**src/core/mon_cfg_pkg.sv**
```systemverilog
// Package of register offsets, field positions and timing for the monitor configuration block
package mon_cfg_pkg;
    // ==========================================================
    // Register map
    localparam logic [7:0] ADDR_REVISION = 8'h3F;
    localparam logic [7:0] ADDR_CFG_ONE = 8'h40;
    localparam logic [7:0] ADDR_LATCH_FLAGS = 8'h42;
    localparam logic [7:0] ADDR_THERM_OPTS = 8'h7C;
    localparam logic [7:0] ADDR_CFG_FOUR = 8'h7D;
    localparam logic [7:0] ADDR_TEMP_OFFSET = 8'h70;
    localparam logic [7:0] ADDR_PWM_HF = 8'h71;
    localparam logic [7:0] ADDR_THERM_EN = 8'h72;
    // Revision value is arbitrary
    localparam logic [7:0] REVISION_VALUE = 8'h5A;
    // ==========================================================
    // Field positions
    localparam int CFG1_MON_EN = 0;
    localparam int CFG1_LOCK = 1;
    localparam int CFG1_LATCH_RESET = 7;
    localparam int FLAGS_LATCHED = 0;
    localparam int OPTS_HYST = 4;
    localparam int OPTS_OFS_WIDE = 5;
    localparam int CFG4_PIN_LO = 0;
    localparam int CFG4_PIN_HI = 1;
    localparam int CFG4_LATCH_BOTH = 4;
    localparam int CFG4_TMO_DIS = 5;
    // Writable masks; other bits are reserved
    localparam logic [7:0] CFG1_MASK = 8'h03;
    localparam logic [7:0] CFG1_MASK_LATCH = 8'h83;
    localparam logic [7:0] OPTS_MASK = 8'h20;
    localparam logic [7:0] OPTS_MASK_LATCH = 8'h30;
    localparam logic [7:0] CFG4_MASK = 8'h23;
    localparam logic [7:0] CFG4_MASK_LATCH = 8'h33;
    // ==========================================================
    // Reset values
    localparam logic [7:0] CFG1_RESET = 8'h01;
    localparam logic [7:0] OPTS_RESET = 8'h00;
    localparam logic [7:0] CFG4_RESET = 8'h00;
    localparam logic [7:0] OFFSET_RESET = 8'h00;
    localparam logic [7:0] THERM_EN_RESET = 8'h07;
    localparam logic [7:0] PWM_HF_RESET = 8'h00;
    // ==========================================================
    // Timing
    localparam int CLK_HZ = 20_000_000;
    localparam int TIMEOUT_MIN_MS = 15;
    localparam int TIMEOUT_MAX_MS = 35;
    localparam int TIMEOUT_CYCLES = (CLK_HZ / 1000) * TIMEOUT_MIN_MS;
    // ==========================================================
    // Multifunction pin roles
    typedef enum logic [1:0] {
        PIN_TACH = 2'b00,
        PIN_THERM = 2'b10,
        PIN_GPIO = 2'b01,
        PIN_ALERT = 2'b11
    } pin_role_t;
endpackage : mon_cfg_pkg

```
**src/core/clk_low_timer.sv**
```systemverilog
// Serial clock held-low timeout detector
`timescale 1ns/10ps
module clk_low_timer import mon_cfg_pkg::*; #(
    parameter int TIMEOUT_CYC = TIMEOUT_CYCLES
) (
    // Clock and reset
    input wire logic core_clk,
    input wire logic nrst,
    // Control and line
    input wire logic disable_det,
    input wire logic scl_in,
    // Result
    output logic timeout_pulse
);
    localparam int CW = $clog2(TIMEOUT_CYC + 1);
    localparam logic [CW-1:0] LAST = CW'(TIMEOUT_CYC - 1);

    logic [CW-1:0] cnt_r, cnt_nxt;
    logic fired_r, fired_nxt;
    logic pulse_r, pulse_nxt;

    // ==========================================================
    // Counting
    // One pulse per low phase, so a stuck line does not flood the bus logic
    always_comb begin
        cnt_nxt = cnt_r;
        fired_nxt = fired_r;
        pulse_nxt = 1'b0;
        if (scl_in || disable_det) begin
            cnt_nxt = '0;
            fired_nxt = 1'b0;
        end else if (!fired_r) begin
            if (cnt_r == LAST) begin
                fired_nxt = 1'b1;
                pulse_nxt = 1'b1;
            end else begin
                cnt_nxt = cnt_r + 1'b1;
            end
        end
    end

    always_ff @(posedge core_clk or negedge nrst) begin
        if (!nrst) begin
            cnt_r <= '0;
            fired_r <= 1'b0;
            pulse_r <= 1'b0;
        end else begin
            cnt_r <= cnt_nxt;
            fired_r <= fired_nxt;
            pulse_r <= pulse_nxt;
        end
    end

    assign timeout_pulse = pulse_r;
endmodule : clk_low_timer

```
**src/core/monitor_config_and_pin_select.sv**
```systemverilog
// Configuration registers and multifunction pin selector of the thermal monitor
//
// Function
// - two config bits choose pin role
// - monitoring enable writable even when locked
// - configuration one bit 7 resets the overtemperature latch on the latch variant, no effect otherwise
// - per-channel high-frequency PWM select
// - offset scale half-degree or one-degree selectable
// - per-channel overtemperature alarm enable
// - detect clock low timeout, disableable
// - latch trigger source selectable on variant
// - configuration only through serial bus
// - alert pin active when limits exceeded
`timescale 1ns/10ps
module monitor_config_and_pin_select import mon_cfg_pkg::*; #(
    parameter bit LATCH_VARIANT = 1'b0,
    parameter int NUM_PWM = 3,
    parameter int NUM_TEMP = 3,
    parameter int TIMEOUT_CYC = TIMEOUT_CYCLES
) (
    // Clock and reset
    input wire logic core_clk,
    input wire logic nrst,
    // Register port from the serial bus slave
    input wire logic reg_wr,
    input wire logic reg_rd,
    input wire logic [7:0] reg_addr,
    input wire logic [7:0] reg_wdata,
    output logic [7:0] reg_rdata,
    output logic reg_rvalid,
    // Serial clock line, for the timeout
    input wire logic scl_in,
    output logic bus_timeout,
    // Events from the monitoring loops
    input wire logic [NUM_TEMP-1:0] overtemp,
    input wire logic limit_exceeded,
    input wire logic gpio_out,
    input wire logic fan_tach_raw,
    // Multifunction pin, open drain
    input wire logic mf_pin_in,
    output logic mf_pin_out,
    output logic mf_pin_oe,
    output logic fourth_fan_speed_input,
    output logic gpio_in,
    // Configuration outputs
    output logic monitor_enable,
    output logic [NUM_PWM-1:0] pwm_high_freq,
    output logic offset_wide,
    output logic [7:0] temp_offset,
    output logic therm_hyst,
    // Overtemperature latch, latch-capable variant
    output logic therm_latch_out
);
    // ==========================================================
    // Helpers
    function automatic logic [7:0] masked(input logic [7:0] old, input logic [7:0] nw,
                                         input logic [7:0] m);
        masked = (old & ~m) | (nw & m);
    endfunction : masked

    localparam logic [7:0] M1 = LATCH_VARIANT ? CFG1_MASK_LATCH : CFG1_MASK;
    localparam logic [7:0] MO = LATCH_VARIANT ? OPTS_MASK_LATCH : OPTS_MASK;
    localparam logic [7:0] M4 = LATCH_VARIANT ? CFG4_MASK_LATCH : CFG4_MASK;
    localparam logic [7:0] MON_MASK = 8'h01;
    // Channel bits above the channel count are reserved
    localparam logic [7:0] HF_MASK = 8'((1 << NUM_PWM) - 1);
    localparam logic [7:0] TEN_MASK = 8'((1 << NUM_TEMP) - 1);

    logic [7:0] cfg1_r, cfg1_nxt;
    logic [7:0] opts_r, opts_nxt;
    logic [7:0] cfg4_r, cfg4_nxt;
    logic [7:0] ofs_r, ofs_nxt;
    logic [7:0] hf_r, hf_nxt;
    logic [7:0] ten_r, ten_nxt;
    logic latched_r, latched_nxt;
    logic [7:0] rdata_r, rdata_nxt;
    logic rvalid_r;
    logic pin_out_r, pin_out_nxt;
    logic tach_r, tach_nxt, gin_r, gin_nxt, to_r;
    logic timeout_pulse;
    logic locked;
    logic therm_any;
    logic latch_trig;
    pin_role_t role;

    assign locked = cfg1_r[CFG1_LOCK];
    // Bit 1 is the upper bit of the role code, bit 0 the lower
    assign role = pin_role_t'({cfg4_r[CFG4_PIN_HI], cfg4_r[CFG4_PIN_LO]});
    // A disabled channel can never pull the alarm pin
    assign therm_any = |(overtemp & ten_r[NUM_TEMP-1:0]);
    // Channel 0 is local; 1 and 2 are the remote channels
    assign latch_trig = cfg4_r[CFG4_LATCH_BOTH] ? (overtemp[1] | overtemp[2])
                                                : overtemp[2];

    // ==========================================================
    // Register writes, the only configuration path
    // Lock freezes everything except the monitoring enable bit
    always_comb begin
        cfg1_nxt = cfg1_r;
        opts_nxt = opts_r;
        cfg4_nxt = cfg4_r;
        ofs_nxt = ofs_r;
        hf_nxt = hf_r;
        ten_nxt = ten_r;
        latched_nxt = latched_r;
        if (reg_wr) begin
            unique case (reg_addr)
                ADDR_CFG_ONE: begin
                    cfg1_nxt = locked ? masked(cfg1_r, reg_wdata, MON_MASK)
                                      : masked(cfg1_r, reg_wdata, M1);
                end
                ADDR_THERM_OPTS: if (!locked) opts_nxt = masked(opts_r, reg_wdata, MO);
                ADDR_CFG_FOUR: if (!locked) cfg4_nxt = masked(cfg4_r, reg_wdata, M4);
                ADDR_TEMP_OFFSET: if (!locked) ofs_nxt = reg_wdata;
                ADDR_PWM_HF: begin
                    if (!locked) hf_nxt = masked(hf_r, reg_wdata, HF_MASK);
                end
                ADDR_THERM_EN: begin
                    if (!locked) ten_nxt = masked(ten_r, reg_wdata, TEN_MASK);
                end
                default: ;
            endcase
        end
        // Latch reset bit is self-clearing; a trigger in the same cycle wins
        if (LATCH_VARIANT) begin
            if (cfg1_nxt[CFG1_LATCH_RESET]) begin
                latched_nxt = 1'b0;
                cfg1_nxt[CFG1_LATCH_RESET] = 1'b0;
            end
            if (latch_trig) latched_nxt = 1'b1;
        end
    end

    // ==========================================================
    // Register reads and pin drive
    always_comb begin
        rdata_nxt = rdata_r;
        pin_out_nxt = 1'b1;
        tach_nxt = (role == PIN_TACH) ? mf_pin_in : fan_tach_raw;
        gin_nxt = (role == PIN_GPIO) ? mf_pin_in : 1'b0;
        // Read data holds until the next read strobe
        if (reg_rd) begin
            unique case (reg_addr)
                ADDR_REVISION: rdata_nxt = REVISION_VALUE;
                ADDR_CFG_ONE: rdata_nxt = cfg1_r;
                ADDR_LATCH_FLAGS: rdata_nxt = {7'h00, LATCH_VARIANT & latched_r};
                ADDR_THERM_OPTS: rdata_nxt = opts_r;
                ADDR_CFG_FOUR: rdata_nxt = cfg4_r;
                ADDR_TEMP_OFFSET: rdata_nxt = ofs_r;
                ADDR_PWM_HF: rdata_nxt = hf_r;
                ADDR_THERM_EN: rdata_nxt = ten_r;
                default: rdata_nxt = 8'h00;
            endcase
        end
        // Open drain: a 0 here pulls the pin low
        unique case (role)
            PIN_THERM: pin_out_nxt = ~therm_any;
            PIN_GPIO: pin_out_nxt = gpio_out;
            PIN_ALERT: pin_out_nxt = ~limit_exceeded;
            PIN_TACH: pin_out_nxt = 1'b1;
        endcase
    end

    always_ff @(posedge core_clk or negedge nrst) begin
        if (!nrst) begin
            cfg1_r <= CFG1_RESET;
            opts_r <= OPTS_RESET;
            cfg4_r <= CFG4_RESET;
            ofs_r <= OFFSET_RESET;
            hf_r <= PWM_HF_RESET;
            ten_r <= THERM_EN_RESET;
            latched_r <= 1'b0;
            rdata_r <= 8'h00;
            rvalid_r <= 1'b0;
            pin_out_r <= 1'b1;
            tach_r <= 1'b0;
            gin_r <= 1'b0;
            to_r <= 1'b0;
        end else begin
            cfg1_r <= cfg1_nxt;
            opts_r <= opts_nxt;
            cfg4_r <= cfg4_nxt;
            ofs_r <= ofs_nxt;
            hf_r <= hf_nxt;
            ten_r <= ten_nxt;
            latched_r <= latched_nxt;
            rdata_r <= rdata_nxt;
            rvalid_r <= reg_rd;
            pin_out_r <= pin_out_nxt;
            tach_r <= tach_nxt;
            gin_r <= gin_nxt;
            to_r <= timeout_pulse;
        end
    end

    // ==========================================================
    // Clock low timeout
    // Detector runs even while locked; only its disable bit is frozen
    clk_low_timer #(.TIMEOUT_CYC(TIMEOUT_CYC)) u_timer (
        .core_clk(core_clk),
        .nrst(nrst),
        .disable_det(cfg4_r[CFG4_TMO_DIS]),
        .scl_in(scl_in),
        .timeout_pulse(timeout_pulse)
    );

    // ==========================================================
    // Outputs
    assign reg_rdata = rdata_r;
    assign reg_rvalid = rvalid_r;
    assign bus_timeout = to_r;
    // Data stays low; only the enable moves, so the pin never drives high
    assign mf_pin_out = 1'b0;
    assign mf_pin_oe = pin_out_r;
    assign fourth_fan_speed_input = tach_r;
    assign gpio_in = gin_r;
    assign monitor_enable = cfg1_r[CFG1_MON_EN];
    assign pwm_high_freq = hf_r[NUM_PWM-1:0];
    assign offset_wide = opts_r[OPTS_OFS_WIDE];
    assign temp_offset = ofs_r;
    assign therm_hyst = opts_r[OPTS_HYST];
    assign therm_latch_out = latched_r;
endmodule : monitor_config_and_pin_select

```
**config.mk**
```make
export PLATFORM = sky130hd
export DESIGN_NAME = monitor_config_and_pin_select
export DESIGN_NICKNAME = d
export VERILOG_FILES = /design/src/core/mon_cfg_pkg.sv /design/src/core/clk_low_timer.sv /design/src/core/monitor_config_and_pin_select.sv
export SDC_FILE = /design/constraint.sdc
export NUM_CORES = 1
export LEC_CHECK = 0
export BUFFER_PORTS_ARGS = -buffer_cell sky130_fd_sc_hd__buf_4
export CORE_AREA = 2 2 67 94
export CTS_CLUSTER_SIZE = 12
export DETAILED_ROUTE_END_ITERATION = 16
export DIE_AREA = 0 0 69 96
export PLACE_DENSITY = 0.73
export SLEW_MARGIN = 20
export SYNTH_ARGS = -nofsm -noshare
export SYNTH_HDL_FRONTEND = slang
export SYNTH_SLANG_ARGS = --single-unit
```
**constraint.sdc**
```tcl
create_clock -name core_clk -period 1.5 [get_ports core_clk]
set_input_delay 0.075 -clock core_clk [delete_from_list [all_inputs] [get_ports core_clk]]
set_output_delay 0.075 -clock core_clk [all_outputs]
set_load 0.01 [all_outputs]
```
==> results of run 1 <==
[worst max-delay path, delay by kind of cell (launching register included)]
family           cells  cell delay [ns]
flip-flops           1             0.39
AND/OR/NAND/NOR      3             0.79
XOR/XNOR             1             0.16
AO/OA/AOI/OAI        1             0.11
[area by class of cell]
class	instances	area, sq um
Multi-Input combinational cell	183	1430
Fill cell	481	2090
Inverter	3	11.3
Timing Repair Buffer	92	717
Clock inverter	3	21.3
Sequential cell	54	1360
Clock buffer	5	68.8
Tap cell	70	87.6
[registers in the layout (all words and copies together), names as in the netlist]
name                    flops
opts_r                      1
u_timer.cnt_r              19
u_timer.timeout_pulse       1
u_timer.fired_r             1
bus_timeout                 1
cfg1_r                      2
reg_rvalid                  1
temp_offset                 8
mf_pin_oe                   1
gpio_in                     1
reg_rdata                   8
fourth_fan_speed_input      1
hf_r                        3
ten_r                       3
cfg4_r                      3
[placed cells by master, fill, tap and decap left out, types with 3 or more instances in the layout]
cell type	Yosys	routed
nand4_1	4	4
dlygate4sd3_1	0	9
mux2_4	11	11
nand2_1	17	16
nor3_1	4	3
buf_4	3	82
conb_1	1	3
dfrtp_1	49	48
o21ai_1	4	4
mux2_1	9	9
nor2_1	35	34
dfstp_2	5	5
inv_1	3	3
nand3_4	0	3
nand3_1	8	7
clkbuf_8	0	5
nand2b_1	4	3
a21oi_1	13	13
xor2_1	10	10
xnor2_1	5	4
[metal layers]
layer,up-vias,GRT usage
met2,55,0.394
met4,0,0.0654
met5,-,0
met3,12,0.0272
met1,1090,0.217
li1,1060,-
[path summary, 6_finish.rpt]
kind,startpoint,to,slack [ns],depth (start not counted)
max,u_timer.cnt_r[11],u_timer.cnt_r[0],-0.08,5
min,reg_wdata[5],opts_r[5],0.01,2
max reg2reg,u_timer.cnt_r[11],u_timer.cnt_r[0],-0.08,5
min reg2reg,u_timer.timeout_pulse,bus_timeout,0.36,0
max in group asynchronous,nrst,u_timer.cnt_r[5],0.69,2
min in group asynchronous,nrst,u_timer.timeout_pulse,0.34,2
[power by group]
group          switching, mW  internal, mW  total, mW
clock network          0.474         0.329      0.803
registers             0.0395          1.51       1.55
logic                  0.176         0.189      0.365
total                  0.689          2.03       2.72
[cell families (layout without fill, tap and decap cells)]
| logic type | Yosys count | in the layout |
|---|---|---|
| AOI/OAI and AO/OA | 34 | 34 |
| xor gates and xnor gates | 15 | 15 |
| adders and majority gates | 1 | 1 |
| buffers and inverters | 10 | 103 |
| DFF | 54 | 54 |
| muxes | 23 | 23 |
| other | 1 | 3 |
| and+or+nand+nor | 107 | 107 |
[through the flow]
step | cells | power (mW)
2_1_floorplan | 247 | 1.71
3_3_place_gp | 389 | 1.91
3_5_place_dp | 389 | 1.91
4_1_cts | 406 | 2.74
5_1_grt | 410 | 2.85
6_report | 410 | 2.72
[cell usage after synthesis, types with 3 or more instances]
cell type  number  area [sq um]
dfrtp_1        49          1230
nor2_1         35           131
nand2_1        17          63.8
a21oi_1        13          65.1
mux2_4         11           165
xor2_1         10          87.6
mux2_1          9           101
nand3_1         8          40.0
dfstp_2         5           131
xnor2_1         5          43.8
nand2b_1        4          25.0
nand3_2         4          40.0
nand4_1         4          25.0
nor3_1          4          20.0
o21ai_1         4          20.0
buf_4           3          22.5
inv_1           3          11.3
nor3_2          3          30.0
[repair_timing]
item,4_1_cts,5_1_grt
gates cloned,0,0
setup buffers,0,4
resized for setup,5,13
hold buffers,9,0
endpoints found under the hold margin,57,0
endpoints found under the setup margin,10,19
pin swaps,4,8
==> flow_summary.yaml, run 1 <==
outcome:
  status: "finished, violations left"
  violations: "negative setup slack"
yosys:
  yosys_warnings: 0
  syn_inst: 245
  synth_compound_area_frac: 0.0784
  synthesis.area_sq_um: 2730
  synth_cell_types: 59
  synth_async_sr_flop_share: 1.00
  yosysSeqAreaShare: 0.497
  synth_xor_area_frac: 0.0481
  syn_avg_cell_area_sq_um: 11.1
  yosys_register_bits: 54
  synth_edf_count: 0
  synth_top_family_by_area: "simple AND/OR/NAND/NOR gates"
  synthAdderAreaFrac: 0.00458
  ys.flop_type: "dfrtp_1"
  muxShareOfSynthArea: 0.110
  synthSimpleGateAreaFrac: 0.242
detailed_routing:
  vias: 2217
  totalWireLength_um: 6360
  maxUsedRoutingLayer: "met4"
  wire_per_inst_um: 15.5
  drc_errors: 0
  drtIter0Drc: 79
  wl_met2_um: 3650
  ant_nets: 0
  met3_length_um: 204
  drtPass1Iterations: 4
  drt-met1-wl_um: 2380
  via_per_inst: 5.41
power_and_ir_drop:
  p_per_area_nw_per_um2: 736
  peakVddDrop_uv: 463
  leakagePower_nw: 1.72
die:
  start_util: 0.472
  die_area_sq_um: 6620
  coreArea_sq_um: 5780
  io_pins: 57
  num_rows: 33
  fp.dieH_um: 96
  die_w_um: 69
timing:
  max_freq_mhz: 634
  setup_violations: 6
  drv_slew: 0
  max_slew_margin: 0.558
  rsz0062_at_grt: "yes"
  hold_viol_final: 0
  fin_crit_ns: 1.58
  tightest_slew_ns: 0.662
  hold_slack_ns: 0.0123
  setup_ws_ns: -0.0773
  finClkSkew_ns: 0.00978
  min_period_over_period: 1.05
  tns_ns: -0.277
min_path:
  hold_path.class: "input port to flop"
critical_path:
  crit_type: "flop to flop"
  arrival_ns: 1.77
  critPathSlowestCell: "or4_4"
  path_max_fanout: 4
  start_kind: "flop"
  cpPeakStageDelay_ns: 0.57
  worstPathRequired_ns: 1.69
  crit_chain: "or4_4, nor3_4, a21oi_2, xnor2_1, nor2_1"
  crit_path_end_kind: "flop"
global_routing:
  track_usage: 0.199
  grt_pass1_wl_um: 10500
  overflow: 0
  antenna_found_initial: 0
  grt_max_degree: 55
  grt_pass1_vias: 2186
clock_network:
  cts_root_buf: "clkbuf_8"
  cts_max_path_buffers: 2
  cts_made_buffers: 5
  htree_levels: 2
  cts_num_sinks: 54
  cts_tree: "built"
  path_clk_slew_ns: 0.10
  clock_latency_ns: 0.30
placement:
  placed_area_sq_um: 3390
  place_congestion: 0.854
  place_hpwl_um: 4670
  preCtsSetupSlack_ns: -0.0475
  numPortBuffers: 53
cells_and_area:
  drive_above_1_share: 0.424
  fin_nets: 368
  area_growth_pct: 35.2
  finish.utilization: 0.639
  diodes: 0
  finish.instance_area_sq_um: 3690
flow_run:
  max_cap_violations: 0
No activity file was read; power rests on OpenSTA's default activity.
==> run 2, diff against run 1 <==
--- a/config.mk
+++ b/config.mk
@@ -15,3 +15,4 @@
 export SYNTH_ARGS = -nofsm -noshare
 export SYNTH_HDL_FRONTEND = slang
 export SYNTH_SLANG_ARGS = --single-unit
+export TNS_END_PERCENT = 10
==> flow_summary.yaml, run 2 (synthesis gave the netlist of run 1 again) <==
outcome:
  status: "finished, violations left"
  violations: "negative setup slack"
critical_path:
  arrival_ns: 1.80
  worstPathRequired_ns: 1.69
  crit_chain: "ha_4, nand2b_4, nor4_4, buf_4, nand4_1, xor2_1, nor2_1"
  crit_path_end_kind: "flop"
  crit_type: "flop to flop"
  critPathSlowestCell: "dfrtp_2"
  cpPeakStageDelay_ns: 0.43
  start_kind: "flop"
  path_max_fanout: 4
detailed_routing:
  drtIter0Drc: 119
  wire_per_inst_um: 16.2
  ant_nets: 0
  via_per_inst: 5.46
  totalWireLength_um: 6510
  vias: 2202
  drtPass1Iterations: 4
  drc_errors: 0
power_and_ir_drop:
  power.switching_uw: 694
  peakVddDrop_uv: 513
  internal_power_mw: 2.18
  pwr-share-seq: 0.540
  switching_share: 0.241
  pwr-share-comb: 0.124
  p_clk_frac: 0.336
  leakagePower_nw: 1.66
  p_per_area_nw_per_um2: 795
  p_total_mw: 2.88
timing:
  hold_slack_ns: 0.00951
  setup_ws_ns: -0.107
  finClkSkew_ns: 0.00924
  fin_crit_ns: 1.61
  min_period_over_period: 1.07
  drv_slew: 0
  hold_viol_final: 0
  tightest_slew_ns: 0.671
  rsz0062_at_grt: "yes"
  tns_ns: -0.583
  max_slew_margin: 0.553
  max_freq_mhz: 622
  setup_violations: 11
die:
  die_area_sq_um: 6620
  die_w_um: 69
  io_pins: 57
  fp.dieH_um: 96
  coreArea_sq_um: 5780
  start_util: 0.472
  num_rows: 33
global_routing:
  grt_pass1_vias: 2177
  grt_max_degree: 55
  antenna_found_initial: 0
  grt_pass1_wl_um: 10300
  track_usage: 0.197
  overflow: 0
clock_network:
  cts_tree: "built"
  path_clk_slew_ns: 0.10
  cts_num_sinks: 54
  htree_levels: 2
  clock_latency_ns: 0.31
  cts_root_buf: "clkbuf_8"
  cts_max_path_buffers: 2
  cts_made_buffers: 5
cells_and_area:
  fin_nets: 361
  drive_above_1_share: 0.405
  final_cell_mix: "77 x buf_4, 47 x dfrtp_1, 35 x nor2_1"
  largest_register: "u_timer.cnt_r"
  fillers: 503
  largest_reg_flops: 19
  diodes: 0
  area_growth_pct: 32.6
  mostFrequentLayoutCell: "buf_4"
  finish.instance_area_sq_um: 3620
  finish.utilization: 0.626
  final_cell_count_no_fill: 403
placement:
  numPortBuffers: 53
  place_congestion: 0.915
  placed_cells: 384
  preCtsSetupSlack_ns: -0.0535
  place_hpwl_um: 4700
  placed_area_sq_um: 3350
flow_run:
  max_cap_violations: 0
min_path:
  hold_path.class: "input port to flop"
run 2: per-layer routing:
layer / global-route usage / up-vias / share of wire / routed length, um
met5: 0 / - / 0 / 0
li1: - / 1042 / - / -
met1: 0.219 / 1095 / 0.38 / 2500
met2: 0.367 / 51 / 0.56 / 3620
met4: 0.0931 / 0 / 0.028 / 180
met3: 0.0356 / 14 / 0.034 / 219
run 2: worst max-delay path: cells and delay by family (launching register included):
kind                     cells  cell delay (ns)
AND/OR/NAND/NOR              4             0.52
adder cells (fa/ha/maj)      1             0.17
flip-flops                   1             0.43
XOR/XNOR                     1             0.17
buffers and inverters        1             0.19
run 2: repair_timing:
item	in CTS	in global routing
resized for setup	1	11
gates cloned	0	0
buffers inserted	0	3
hold buffers	7	1
pin swaps	3	8
endpoints found under the hold margin	55	1
endpoints found under the setup margin	9	15
run 2: worst paths after layout:
check / from / endpoint / slack (ns) / depth (start not counted)
setup reg to reg: u_timer.cnt_r[1] / u_timer.cnt_r[18] / -0.11 / 7
min in group asynchronous: nrst / u_timer.cnt_r[2] / 0.34 / 2
setup / recovery: u_timer.cnt_r[1] / u_timer.cnt_r[18] / -0.11 / 7
max in group asynchronous: nrst / u_timer.cnt_r[0] / 0.68 / 2
hold reg to reg: u_timer.timeout_pulse / bus_timeout / 0.37 / 0
hold / removal: reg_wdata[2] / hf_r[2] / 0.01 / 2
run 2: power by group through the flow:
| stage | Clock [mW] | Combinational (mW) | Sequential, mW |
|---|---|---|---|
| after floorplan | 0 | 0.124 | 1.58 |
| after global placement | 0 | 0.326 | 1.57 |
| after detailed placement | 0 | 0.331 | 1.58 |
| after CTS | 0.985 | 0.347 | 1.55 |
| after global routing | 1.05 | 0.390 | 1.56 |
| final | 0.967 | 0.357 | 1.55 |
run 2: layout make-up:
type / count / area (sq um) / share of cell area
multi-input cells: 183 / 1400 / 0.385
inverters: 3 / 11.3 / 0.00311
clock buffers: 5 / 68.8 / 0.0190
clock inverters: 3 / 40.0 / 0.0111
well taps: 70 / 87.6 / 0.0242
repair buffers: 85 / 658 / 0.182
flip-flops and latches: 54 / 1360 / 0.376
